`src/inc/framer_defines.svh`:
```
// Purpose: constants of the update-status and route-record framer
// Assumes: 200 MHz clock, bytes leave most significant first
// Notes: offsets count from the start delimiter at byte 0
`ifndef FRAMER_DEFINES_SVH
`define FRAMER_DEFINES_SVH

// ==========================================================
// framing
`define SOF_BYTE      8'h7e
`define TYPE_OTA      8'ha0
`define TYPE_RR       8'ha1
`define CKSUM_BASE    8'hff
`define OFF_LEN_HI    6'd1
`define OFF_LEN_LO    6'd2
`define OFF_TYPE      6'd3
`define OTA_LEN       8'h16
`define RR_LEN_BASE   8'h0e

// ==========================================================
// update-status layout
`define OTA_OFF_SRC   6'd4
`define OTA_OFF_NWK   6'd12
`define OTA_OFF_OPT   6'd14
`define OTA_OFF_MSG   6'd15
`define OTA_OFF_BLK   6'd16
`define OTA_OFF_TGT   6'd17
`define OPT_ACK       8'h01
`define OPT_BCAST     8'h02

// ==========================================================
// route-record layout
`define RR_OFF_SRC    6'd5
`define RR_OFF_NWK    6'd13
`define RR_OFF_OPT    6'd15
`define RR_OFF_CNT    6'd16
`define RR_OFF_HOP    6'd17
`define RR_MAX_HOPS   8
`define RR_TBL_SIZE   4
`define LOWMEM_BIT    6

// ==========================================================
// timing and buffering
`define CLK_HZ        64'd200000000
`define NACK_QUIET_S  64'd75
`define NACK_QUIET_CYC (`NACK_QUIET_S * `CLK_HZ)
`define FIFO_DEPTH    16
`define FIFO_WIDTH    8

`endif

```
`src/inc/framer_pkg.sv`:
```
// Purpose: types shared by the framer and its testbench
// Assumes: constants come from framer_defines.svh
// Notes: struct holds one captured frame request
`include "framer_defines.svh"

package framer_pkg;
	typedef enum logic [7:0] {
		MSG_ACK    = 8'h06,
		MSG_NACK   = 8'h15,
		MSG_NOMAC  = 8'h40,
		MSG_QUERY  = 8'h51,
		MSG_QRESP  = 8'h52
	} loader_msg_e;

	typedef enum logic {
		KIND_OTA = 1'b0,
		KIND_RR  = 1'b1
	} frame_kind_e;

	typedef enum logic [1:0] {
		ST_IDLE = 2'b01,
		ST_EMIT = 2'b10
	} framer_state_e;

	typedef struct packed {
		frame_kind_e                       kind;
		logic [63:0]                       src64;
		logic [15:0]                       nwk16;
		logic [7:0]                        opts;
		loader_msg_e                       msg;
		logic [7:0]                        blk;
		logic [63:0]                       tgt64;
		logic [3:0]                        nhops;
		logic [`RR_MAX_HOPS-1:0][15:0]     hops;
	} frame_s;
endpackage

```
`src/inc/fifo_if.sv`:
```
// Purpose: valid/ready byte channel between framer parts
// Assumes: transfer when valid and ready are both high
// Notes: prod drives data, cons drives ready
`timescale 1ns/100ps

interface fifo_if #(parameter int WIDTH = 8);
	logic             valid;
	logic             ready;
	logic [WIDTH-1:0] data;

	modport prod (output valid, output data, input ready);
	modport cons (input valid, input data, output ready);
endinterface

```
`src/design/byte_fifo.sv`:
```
// Purpose: flip-flop FIFO with valid/ready on both sides
// Assumes: depth is a power of two
// Notes: ready and valid drop while ce_in is low
`timescale 1ns/100ps

module byte_fifo #(
	parameter int WIDTH = 8,
	parameter int DEPTH = 16
) (
	// clock, reset, enable
	input  wire logic clk_in,
	input  wire logic rstn_in,
	input  wire logic ce_in,
	// fill and drain sides
	fifo_if.cons      wr,
	fifo_if.prod      rd
);
	localparam int AW = $clog2(DEPTH);

	logic [WIDTH-1:0] mem_q [DEPTH];
	logic [WIDTH-1:0] mem_d [DEPTH];
	logic [AW-1:0]    wptr_q, wptr_d;
	logic [AW-1:0]    rptr_q, rptr_d;
	logic [AW:0]      cnt_q, cnt_d;
	logic             wr_fire;
	logic             rd_fire;

	// ==========================================================
	// handshakes
	assign wr.ready = ce_in && (cnt_q != (AW+1)'(DEPTH));
	assign rd.valid = ce_in && (cnt_q != '0);
	assign rd.data  = mem_q[rptr_q];
	assign wr_fire  = wr.valid && wr.ready;
	assign rd_fire  = rd.valid && rd.ready;

	// ==========================================================
	// storage
	genvar i;
	generate
		for (i = 0; i < DEPTH; i++)
		begin : g_ent
			always_comb
			begin
				mem_d[i] = mem_q[i];
				if (wr_fire && wptr_q == AW'(i))
					mem_d[i] = wr.data;
			end
			always_ff @(posedge clk_in or negedge rstn_in)
			begin
				if (!rstn_in)
					mem_q[i] <= '0;
				else if (ce_in)
					mem_q[i] <= mem_d[i];
			end
		end
	endgenerate

	// ==========================================================
	// pointers
	always_comb
	begin
		wptr_d = wr_fire ? wptr_q + AW'(1) : wptr_q;
		rptr_d = rd_fire ? rptr_q + AW'(1) : rptr_q;
		cnt_d  = cnt_q;
		if (wr_fire && !rd_fire)
			cnt_d = cnt_q + (AW+1)'(1);
		else if (rd_fire && !wr_fire)
			cnt_d = cnt_q - (AW+1)'(1);
	end

	always_ff @(posedge clk_in or negedge rstn_in)
	begin
		if (!rstn_in)
		begin
			wptr_q <= '0;
			rptr_q <= '0;
			cnt_q  <= '0;
		end
		else if (ce_in)
		begin
			wptr_q <= wptr_d;
			rptr_q <= rptr_d;
			cnt_q  <= cnt_d;
		end
	end

	a_fifo_bound: assert property (@(posedge clk_in) disable iff (!rstn_in)
		cnt_q <= (AW+1)'(DEPTH)) else $error("fifo count past depth");
	a_fifo_fill: assert property (@(posedge clk_in) disable iff (!rstn_in)
		wr_fire && !rd_fire |=> cnt_q == $past(cnt_q) + (AW+1)'(1)) else $error("fifo count missed a write");
endmodule

```
`src/design/ota_status_route_record_framer.sv`:
```
// Purpose: builds update-status and route-record frames for the host
// Assumes: requests synchronous to clk_in; host drains tx stream
// Notes: one frame in flight; bytes leave through a 16-byte fifo
`timescale 1ns/100ps
`include "framer_defines.svh"

module ota_status_route_record_framer #(
	parameter longint unsigned NACK_QUIET_CYCLES = `NACK_QUIET_CYC
) (
	// clock, reset, enable
	input  wire logic                            clk_in,
	input  wire logic                            rstn_in,
	input  wire logic                            ce_in,
	// device options setting
	input  wire logic [7:0]                      dev_opts_in,
	// update-status request
	input  wire logic                            ota_valid_in,
	output logic                                 ota_ready_out,
	input  wire logic [63:0]                     ota_remote_in,
	input  wire logic [15:0]                     ota_updater_in,
	input  wire logic                            ota_bcast_in,
	input  framer_pkg::loader_msg_e              ota_msg_in,
	input  wire logic                            ota_blk_valid_in,
	input  wire logic [7:0]                      ota_blk_in,
	input  wire logic [63:0]                     ota_target_in,
	// route record event
	input  wire logic                            rr_valid_in,
	output logic                                 rr_ready_out,
	input  wire logic [63:0]                     rr_src64_in,
	input  wire logic [15:0]                     rr_src16_in,
	input  wire logic                            rr_acked_in,
	input  wire logic                            rr_bcast_in,
	input  wire logic [3:0]                      rr_hops_in,
	input  wire logic [`RR_MAX_HOPS-1:0][15:0]   rr_hop_addr_in,
	// route failure
	input  wire logic                            rt_fail_in,
	input  wire logic [63:0]                     rt_fail_addr_in,
	// update target quiet timer
	input  wire logic                            nack_sent_in,
	input  wire logic                            msg_rx_in,
	output logic                                 query_accept_out,
	// byte stream to host
	output logic                                 tx_valid_out,
	output logic [7:0]                           tx_data_out,
	input  wire logic                            tx_ready_in
);
	framer_pkg::framer_state_e st_q, st_d;
	framer_pkg::frame_s        f_q, f_d;
	logic [5:0]                idx_q, idx_d;
	logic [7:0]                sum_q, sum_d;
	logic [7:0]                len, cur;
	logic [5:0]                last, rel;
	logic                      push_fire, low_mem, rr_take, rr_emit, hit;
	logic [`RR_TBL_SIZE-1:0]   hit_v, fail_v;
	logic [`RR_TBL_SIZE-1:0]   vld_q, vld_d;
	logic [63:0]               tad_q [`RR_TBL_SIZE];
	logic [63:0]               tad_d [`RR_TBL_SIZE];
	logic [1:0]                tptr_q, tptr_d;
	logic                      busy_q, busy_d;
	logic [35:0]               qcnt_q, qcnt_d;

	fifo_if #(.WIDTH(`FIFO_WIDTH)) push_if ();
	fifo_if #(.WIDTH(`FIFO_WIDTH)) pop_if ();

	// ==========================================================
	// request handshakes
	assign low_mem       = dev_opts_in[`LOWMEM_BIT];
	assign ota_ready_out = ce_in && st_q == framer_pkg::ST_IDLE;
	// update-status wins a tie; the event waits one frame
	assign rr_ready_out  = ota_ready_out && !ota_valid_in;
	assign rr_take       = rr_valid_in && rr_ready_out;
	assign rr_emit       = low_mem || (!rr_bcast_in && !hit);
	assign push_fire     = push_if.valid && push_if.ready;

	// ==========================================================
	// known-source table
	genvar i;
	generate
		for (i = 0; i < `RR_TBL_SIZE; i++)
		begin : g_tbl
			assign hit_v[i]  = vld_q[i] && tad_q[i] == rr_src64_in;
			assign fail_v[i] = rt_fail_in && vld_q[i] && tad_q[i] == rt_fail_addr_in;
		end
	endgenerate
	assign hit = |hit_v;

	always_comb
	begin
		// a failed route forgets the source so its next unicast reports
		vld_d  = vld_q & ~fail_v;
		tad_d  = tad_q;
		tptr_d = tptr_q;
		if (rr_take && !low_mem && !rr_bcast_in && !hit)
		begin
			vld_d[tptr_q] = 1'b1;
			tad_d[tptr_q] = rr_src64_in;
			tptr_d        = tptr_q + 2'd1;
		end
	end

	always_ff @(posedge clk_in or negedge rstn_in)
	begin
		if (!rstn_in)
		begin
			vld_q  <= '0;
			tad_q  <= '{default: 64'h0};
			tptr_q <= 2'd0;
		end
		else if (ce_in)
		begin
			vld_q  <= vld_d;
			tad_q  <= tad_d;
			tptr_q <= tptr_d;
		end
	end

	// ==========================================================
	// frame sequencer
	always_comb
	begin
		st_d  = st_q;
		f_d   = f_q;
		idx_d = idx_q;
		sum_d = sum_q;
		case (st_q)
			framer_pkg::ST_IDLE:
			begin
				if (ota_valid_in && ota_ready_out)
				begin
					f_d.kind  = framer_pkg::KIND_OTA;
					f_d.src64 = ota_remote_in;
					f_d.nwk16 = ota_updater_in;
					f_d.opts  = ota_bcast_in ? `OPT_BCAST : `OPT_ACK;
					f_d.msg   = ota_msg_in;
					f_d.blk   = ota_blk_valid_in ? ota_blk_in : 8'h00;
					f_d.tgt64 = ota_target_in;
					st_d      = framer_pkg::ST_EMIT;
					idx_d     = 6'd0;
					sum_d     = 8'h00;
				end
				else if (rr_take && rr_emit)
				begin
					f_d.kind  = framer_pkg::KIND_RR;
					f_d.src64 = rr_src64_in;
					f_d.nwk16 = rr_src16_in;
					f_d.opts  = {6'h00, rr_bcast_in, rr_acked_in};
					// longer routes are cut to the hop store
					f_d.nhops = (rr_hops_in > 4'(`RR_MAX_HOPS)) ? 4'(`RR_MAX_HOPS) : rr_hops_in;
					f_d.hops  = rr_hop_addr_in;
					st_d      = framer_pkg::ST_EMIT;
					idx_d     = 6'd0;
					sum_d     = 8'h00;
				end
			end
			framer_pkg::ST_EMIT:
			begin
				if (push_fire)
				begin
					idx_d = idx_q + 6'd1;
					if (idx_q >= `OFF_TYPE)
						sum_d = sum_q + cur;
					if (idx_q == last)
						st_d = framer_pkg::ST_IDLE;
				end
			end
			default:
				st_d = framer_pkg::ST_IDLE;
		endcase
	end

	always_ff @(posedge clk_in or negedge rstn_in)
	begin
		if (!rstn_in)
		begin
			st_q  <= framer_pkg::ST_IDLE;
			f_q   <= '0;
			idx_q <= 6'd0;
			sum_q <= 8'h00;
		end
		else if (ce_in)
		begin
			st_q  <= st_d;
			f_q   <= f_d;
			idx_q <= idx_d;
			sum_q <= sum_d;
		end
	end

	// ==========================================================
	// byte selection
	always_comb
	begin
		len  = (f_q.kind == framer_pkg::KIND_OTA) ? `OTA_LEN
		     : `RR_LEN_BASE + {3'd0, f_q.nhops, 1'b0};
		last = len[5:0] + `OFF_TYPE;
		cur  = 8'h00;
		rel  = 6'd0;
		if (idx_q == 6'd0)
			cur = `SOF_BYTE;
		else if (idx_q == `OFF_LEN_HI)
			cur = 8'h00;
		else if (idx_q == `OFF_LEN_LO)
			cur = len;
		else if (idx_q == last)
			cur = `CKSUM_BASE - sum_q;
		else if (f_q.kind == framer_pkg::KIND_OTA)
		begin
			if (idx_q == `OFF_TYPE)
				cur = `TYPE_OTA;
			else if (idx_q < `OTA_OFF_NWK)
			begin
				rel = idx_q - `OTA_OFF_SRC;
				cur = f_q.src64[8*(7-rel[2:0]) +: 8];
			end
			else if (idx_q < `OTA_OFF_OPT)
				cur = (idx_q == `OTA_OFF_NWK) ? f_q.nwk16[15:8] : f_q.nwk16[7:0];
			else if (idx_q == `OTA_OFF_OPT)
				cur = f_q.opts;
			else if (idx_q == `OTA_OFF_MSG)
				cur = f_q.msg;
			else if (idx_q == `OTA_OFF_BLK)
				cur = f_q.blk;
			else
			begin
				rel = idx_q - `OTA_OFF_TGT;
				cur = f_q.tgt64[8*(7-rel[2:0]) +: 8];
			end
		end
		else
		begin
			// byte 4 of this frame is a spare zero
			if (idx_q == `OFF_TYPE)
				cur = `TYPE_RR;
			else if (idx_q >= `RR_OFF_SRC && idx_q < `RR_OFF_NWK)
			begin
				rel = idx_q - `RR_OFF_SRC;
				cur = f_q.src64[8*(7-rel[2:0]) +: 8];
			end
			else if (idx_q >= `RR_OFF_NWK && idx_q < `RR_OFF_OPT)
				cur = (idx_q == `RR_OFF_NWK) ? f_q.nwk16[15:8] : f_q.nwk16[7:0];
			else if (idx_q == `RR_OFF_OPT)
				cur = f_q.opts;
			else if (idx_q == `RR_OFF_CNT)
				cur = {4'h0, f_q.nhops};
			else if (idx_q >= `RR_OFF_HOP)
			begin
				// entry 0 is the hop next to the destination
				rel = idx_q - `RR_OFF_HOP;
				cur = rel[0] ? f_q.hops[rel[3:1]][7:0] : f_q.hops[rel[3:1]][15:8];
			end
		end
	end

	assign push_if.valid = st_q == framer_pkg::ST_EMIT;
	assign push_if.data  = cur;

	// ==========================================================
	// output buffer
	byte_fifo #(.WIDTH(`FIFO_WIDTH), .DEPTH(`FIFO_DEPTH)) u_fifo (
		.clk_in  (clk_in),
		.rstn_in (rstn_in),
		.ce_in   (ce_in),
		.wr      (push_if),
		.rd      (pop_if)
	);

	assign tx_valid_out = pop_if.valid;
	assign tx_data_out  = pop_if.data;
	assign pop_if.ready = tx_ready_in;

	// ==========================================================
	// update target quiet timer
	always_comb
	begin
		busy_d = busy_q;
		qcnt_d = qcnt_q + 36'd1;
		if (nack_sent_in)
		begin
			busy_d = 1'b1;
			qcnt_d = 36'd0;
		end
		else if (msg_rx_in || !busy_q)
			qcnt_d = 36'd0;
		else if (qcnt_q == 36'(NACK_QUIET_CYCLES - 1))
		begin
			busy_d = 1'b0;
			qcnt_d = 36'd0;
		end
	end

	always_ff @(posedge clk_in or negedge rstn_in)
	begin
		if (!rstn_in)
		begin
			busy_q <= 1'b0;
			qcnt_q <= 36'd0;
		end
		else if (ce_in)
		begin
			busy_q <= busy_d;
			qcnt_q <= qcnt_d;
		end
	end

	assign query_accept_out = !busy_q;

	// ==========================================================
	// checks
	a_sof_len: assert property (@(posedge clk_in) disable iff (!rstn_in)
		push_fire && idx_q == 6'd0 |=> push_if.data == 8'h00 && idx_q == 6'd1)
		else $error("length high byte missing after delimiter");
	a_type_ota: assert property (@(posedge clk_in) disable iff (!rstn_in)
		push_fire && idx_q == `OFF_TYPE && f_q.kind == framer_pkg::KIND_OTA |-> push_if.data == 8'ha0)
		else $error("update-status type code wrong");
	a_type_rr: assert property (@(posedge clk_in) disable iff (!rstn_in)
		push_fire && idx_q == `OFF_TYPE && f_q.kind == framer_pkg::KIND_RR |-> push_if.data == 8'ha1)
		else $error("route-record type code wrong");
	a_ota_opts: assert property (@(posedge clk_in) disable iff (!rstn_in)
		ota_valid_in && ota_ready_out |=> f_q.opts == ($past(ota_bcast_in) ? 8'h02 : 8'h01))
		else $error("update-status options byte invalid");
	a_rr_count: assert property (@(posedge clk_in) disable iff (!rstn_in)
		push_fire && idx_q == 6'd16 && f_q.kind == framer_pkg::KIND_RR
		|-> push_if.data <= 8'h08 && len == 8'h0e + 2 * push_if.data)
		else $error("hop count and length disagree");
	a_cksum_end: assert property (@(posedge clk_in) disable iff (!rstn_in)
		push_fire && idx_q == last |-> push_if.data + sum_q == 8'hff ##1 st_q == framer_pkg::ST_IDLE)
		else $error("checksum byte or frame end wrong");
	a_lowmem_emit: assert property (@(posedge clk_in) disable iff (!rstn_in)
		rr_take && dev_opts_in[6] |=> st_q == framer_pkg::ST_EMIT && f_q.src64 == $past(rr_src64_in))
		else $error("low-memory event not reported");
	a_himem_skip: assert property (@(posedge clk_in) disable iff (!rstn_in)
		rr_take && !dev_opts_in[6] && hit |=> st_q == framer_pkg::ST_IDLE)
		else $error("known source reported again");
	a_nack_quiet: assert property (@(posedge clk_in) disable iff (!rstn_in)
		$fell(busy_q) |-> $past(qcnt_q) == 36'(NACK_QUIET_CYCLES - 1) && !$past(msg_rx_in))
		else $error("target freed before quiet time");
endmodule

```
`config.mk`:
```
export PLATFORM = sky130hd
export DESIGN_NAME = ota_status_route_record_framer
export DESIGN_NICKNAME = d
export VERILOG_FILES = /design/src/inc/framer_pkg.sv /design/src/inc/fifo_if.sv /design/src/design/byte_fifo.sv /design/src/design/ota_status_route_record_framer.sv
export VERILOG_INCLUDE_DIRS = /design/src /design/src/inc
export SDC_FILE = /design/constraint.sdc
export NUM_CORES = 2
export LEC_CHECK = 0
export ABC_AREA = 1
export BUFFER_PORTS_ARGS = -buffer_cell sky130_fd_sc_hd__buf_4
export CORE_MARGIN = 2
export CORE_UTILIZATION = 38
export CTS_BUF_LIST = sky130_fd_sc_hd__clkbuf_16
export CTS_CLUSTER_SIZE = 10
export DETAILED_ROUTE_END_ITERATION = 8
export PLACE_DENSITY = 0.63
export SLEW_MARGIN = 10
export SYNTH_ARGS = -nofsm -noshare
export SYNTH_HDL_FRONTEND = slang
export SYNTH_HIERARCHICAL = 1
export SYNTH_SLANG_ARGS = --single-unit
```
`constraint.sdc`:
```
create_clock -name clk_in -period 6.2 [get_ports clk_in]
set_input_delay 1.24 -clock clk_in [delete_from_list [all_inputs] [get_ports clk_in]]
set_output_delay 1.24 -clock clk_in [all_outputs]
set_load 0.01 [all_outputs]
```
==> results.cfg <==
[timing]
slew_viol_final = 0
rsz0062_at_grt = no
period_share = 0.8513
worst_slack_ns = 0.9219
tightestPinTransition_ns = 1.127
fin_crit_ns = 5.278
hold_viol = 0
skew_ns = 0.03703
finalSetupViolCount = 0
slew_headroom = 0.2484
tns_ns = 0
fmax_ghz = 0.1895

[routing]
viasPerCell = 5.350
drt_iter0_markers = 4405
wl_um = 161600
dr.pass1.iters = 6
vias = 41810
ant_nets = 0
wl_per_cell_um = 20.68
drc = 0

[critical_path]
crit_start = idx_q[1]
cp-end-kind = flip-flop
worst-setup-path-type = reg2reg
slowest_stage = inv_1
worstSetupPathDepth = 29
reg2reg_slack_ns = 0.92
path_buf_inv = 4
cp_max_fo = 19
cp_top_family = simple AND/OR/NAND/NOR gates
start_kind = flip-flop
cp_common_cell = nand2_1
worstPathRequired_ns = 6.81
ff2ff_path_depth = 29
max_stage_delay_ns = 0.59
worst_r2r_endpoint = sum_q[7]
critPathArrivalTime_ns = 5.88
rr_startpoint = idx_q[1]

[logic_synthesis]
synth_cell_types = 68
synth_edf_count = 0
syn-num-nets = 6417
async_flop_share = 1.000
ys_seq_area_frac = 0.4387
avgSynthCellArea_um2 = 7.224
yosysWarnings = 6
netlist_instances = 5930
synthFlopType = dfrtp_1
synthesis.area_um2 = 42840
ys_seq_elements = 751

[clocking]
clkSinkCount = 751
cts.hold.buffers_added = 0
postCtsSetupRepairBufs = 0
path_clk_slew_ns = 0.06
cts_tree = built
htree_levels = 3
clock_latency_ns = 0.68
cts_root_buf = clkbuf_16
cts_resized = 0
cts_buffer_depth = 3
cts_buffers = 92

[power]
max-vdd-ir-drop_uv = 427.3
leakagePower_nw = 24.22
power_density_nw_per_um2 = 448.0
total_power_mw = 22.39

[finish]
area_delta_synth_final_pct = 16.64
nNetsFinal = 6736
drive_gt1_frac = 0.1204

[global_routing]
grt_pass1_wl_um = 242500
grt.total_usage = 0.2737
grt_overflow = 0
first_global_vias = 39080
grt_max_degree = 171
antenna_found_initial = 16

[floorplan]
die_h_um = 339.8
start_util = 0.3818
fp.dieW_um = 339.8
core.rowCount = 123
core_um2 = 112200
die_area_um2 = 115400
ios = 469

[placed_design]
hpwl_um = 118300
io_buffers = 461
gp_congestion = 0.9690
preCtsSetupSlack_ns = 1.017

[hold_path]
hold_class = reg2reg
worst_hold_path.endpoint = f_q[205]
hold_start = f_q[205]
hold_depth = 2

[run_status]
outcome = completed

[flow_run]
cap_viol_max_count = 0
==> cells by family after synthesis <==
group	count (synthesis)	share of synthesized area
AND/OR/NAND/NOR	2973	0.2828
AO/OA/AOI/OAI	1136	0.1526
buffers and inverters	898	0.08780
flip-flops	751	0.4387
XOR/XNOR	142	0.02903
adder cells (fa/ha/maj)	30	0.009113
==> per-stage QoR <==
stage               cell area, um2  instances  utilization  hold slack (ns)
floorplan                    42840       5930            -           0.4355
global placement             47300       7655       0.4216           0.4493
detailed placement           47300       7655       0.4216           0.4536
CTS                          49940       7804       0.4451           0.4675
global route                 49960       7812       0.4453           0.4859
finish                       49970       7815       0.4454           0.4662
==> worst reg2reg max path, delay by kind of cell (launching register included) <==
kind / cells / cell delay (ns)
and+or+nand+nor: 14 / 1.39
AOI/OAI and AO/OA: 8 / 1.20
buffers and inverters: 4 / 1.36
adders and majority gates: 2 / 0.73
xor gates and xnor gates: 1 / 0.19
DFF: 1 / 0.35
==> sequential cells by signal, indices dropped and copies added (netlist names) <==
name           cells
vld_q              4
tad_q            256
sum_q              8
u_fifo/cnt_q       5
idx_q              6
u_fifo/mem_q     128
f_q              295
qcnt_q            36
u_fifo/wptr_q      4
u_fifo/rptr_q      4
busy_q             1
st_q               2
tptr_q             2
==> where the power goes <==
group	internal, mW	switching, mW	leakage, nW
clock network	2.75	2.17	1.39
logic	3.18	6.38	13.0
registers	6.57	1.33	9.82
total	12.5	9.89	24.2
==> per-layer routing <==
metal	up-vias	routed length [um]	global-route usage
li1	19760	-	-
met1	19950	68800	0.3763
met2	1739	71450	0.4154
met3	349	13730	0.05483
met4	16	7504	0.1251
met5	-	91	0
==> layout make-up <==
cell class | count | area (um2)
inverters | 619 | 2332
clock buffers | 94 | 2352
repair buffers | 504 | 3954
fillers | 11580 | 62230
flip-flops and latches | 751 | 18800
clock inverters | 55 | 281.5
multi-input cells | 4281 | 20340
well taps | 1500 | 1877
diodes | 11 | 27.53
==> worst max-delay path by stage <==
stage               end  slack (ns)
3_3_place_gp   sum_q[7]        0.94
6_report       sum_q[7]        0.92
3_5_place_dp   sum_q[7]        1.02
5_1_grt        sum_q[7]        0.40
4_1_cts        sum_q[7]        0.97
2_1_floorplan  sum_q[6]        1.55
==> cells in the final DEF, fill, tap and decap left out, types with 94 or more instances in the layout <==
| master | n |
|---|---|
| o22ai_1 | 106 |
| nand2_1 | 2042 |
| dfrtp_1 | 748 |
| inv_1 | 581 |
| o21ai_0 | 603 |
| buf_4 | 490 |
| nand3_1 | 217 |
| a21oi_1 | 110 |
| clkbuf_16 | 94 |
| nor2_1 | 506 |
| o21ai_1 | 97 |
==> cells in the mapped netlist (all sizes together) (47+ instances only) <==
master     n  area, um2
a21oi    111      559.3
a31oi     47      294.0
buf      168       1013
clkbuf   111      421.7
dfrtp    750      18770
inv      616       2315
nand2   2056       7760
nand3    223       1161
nand4     76      541.8
nor2     517       1996
o211ai    84      760.7
o21ai    702       3521
o22ai    106      663.1
xnor2     63      551.8
xor2      79      691.9
Power figures use the tool's default switching activity.
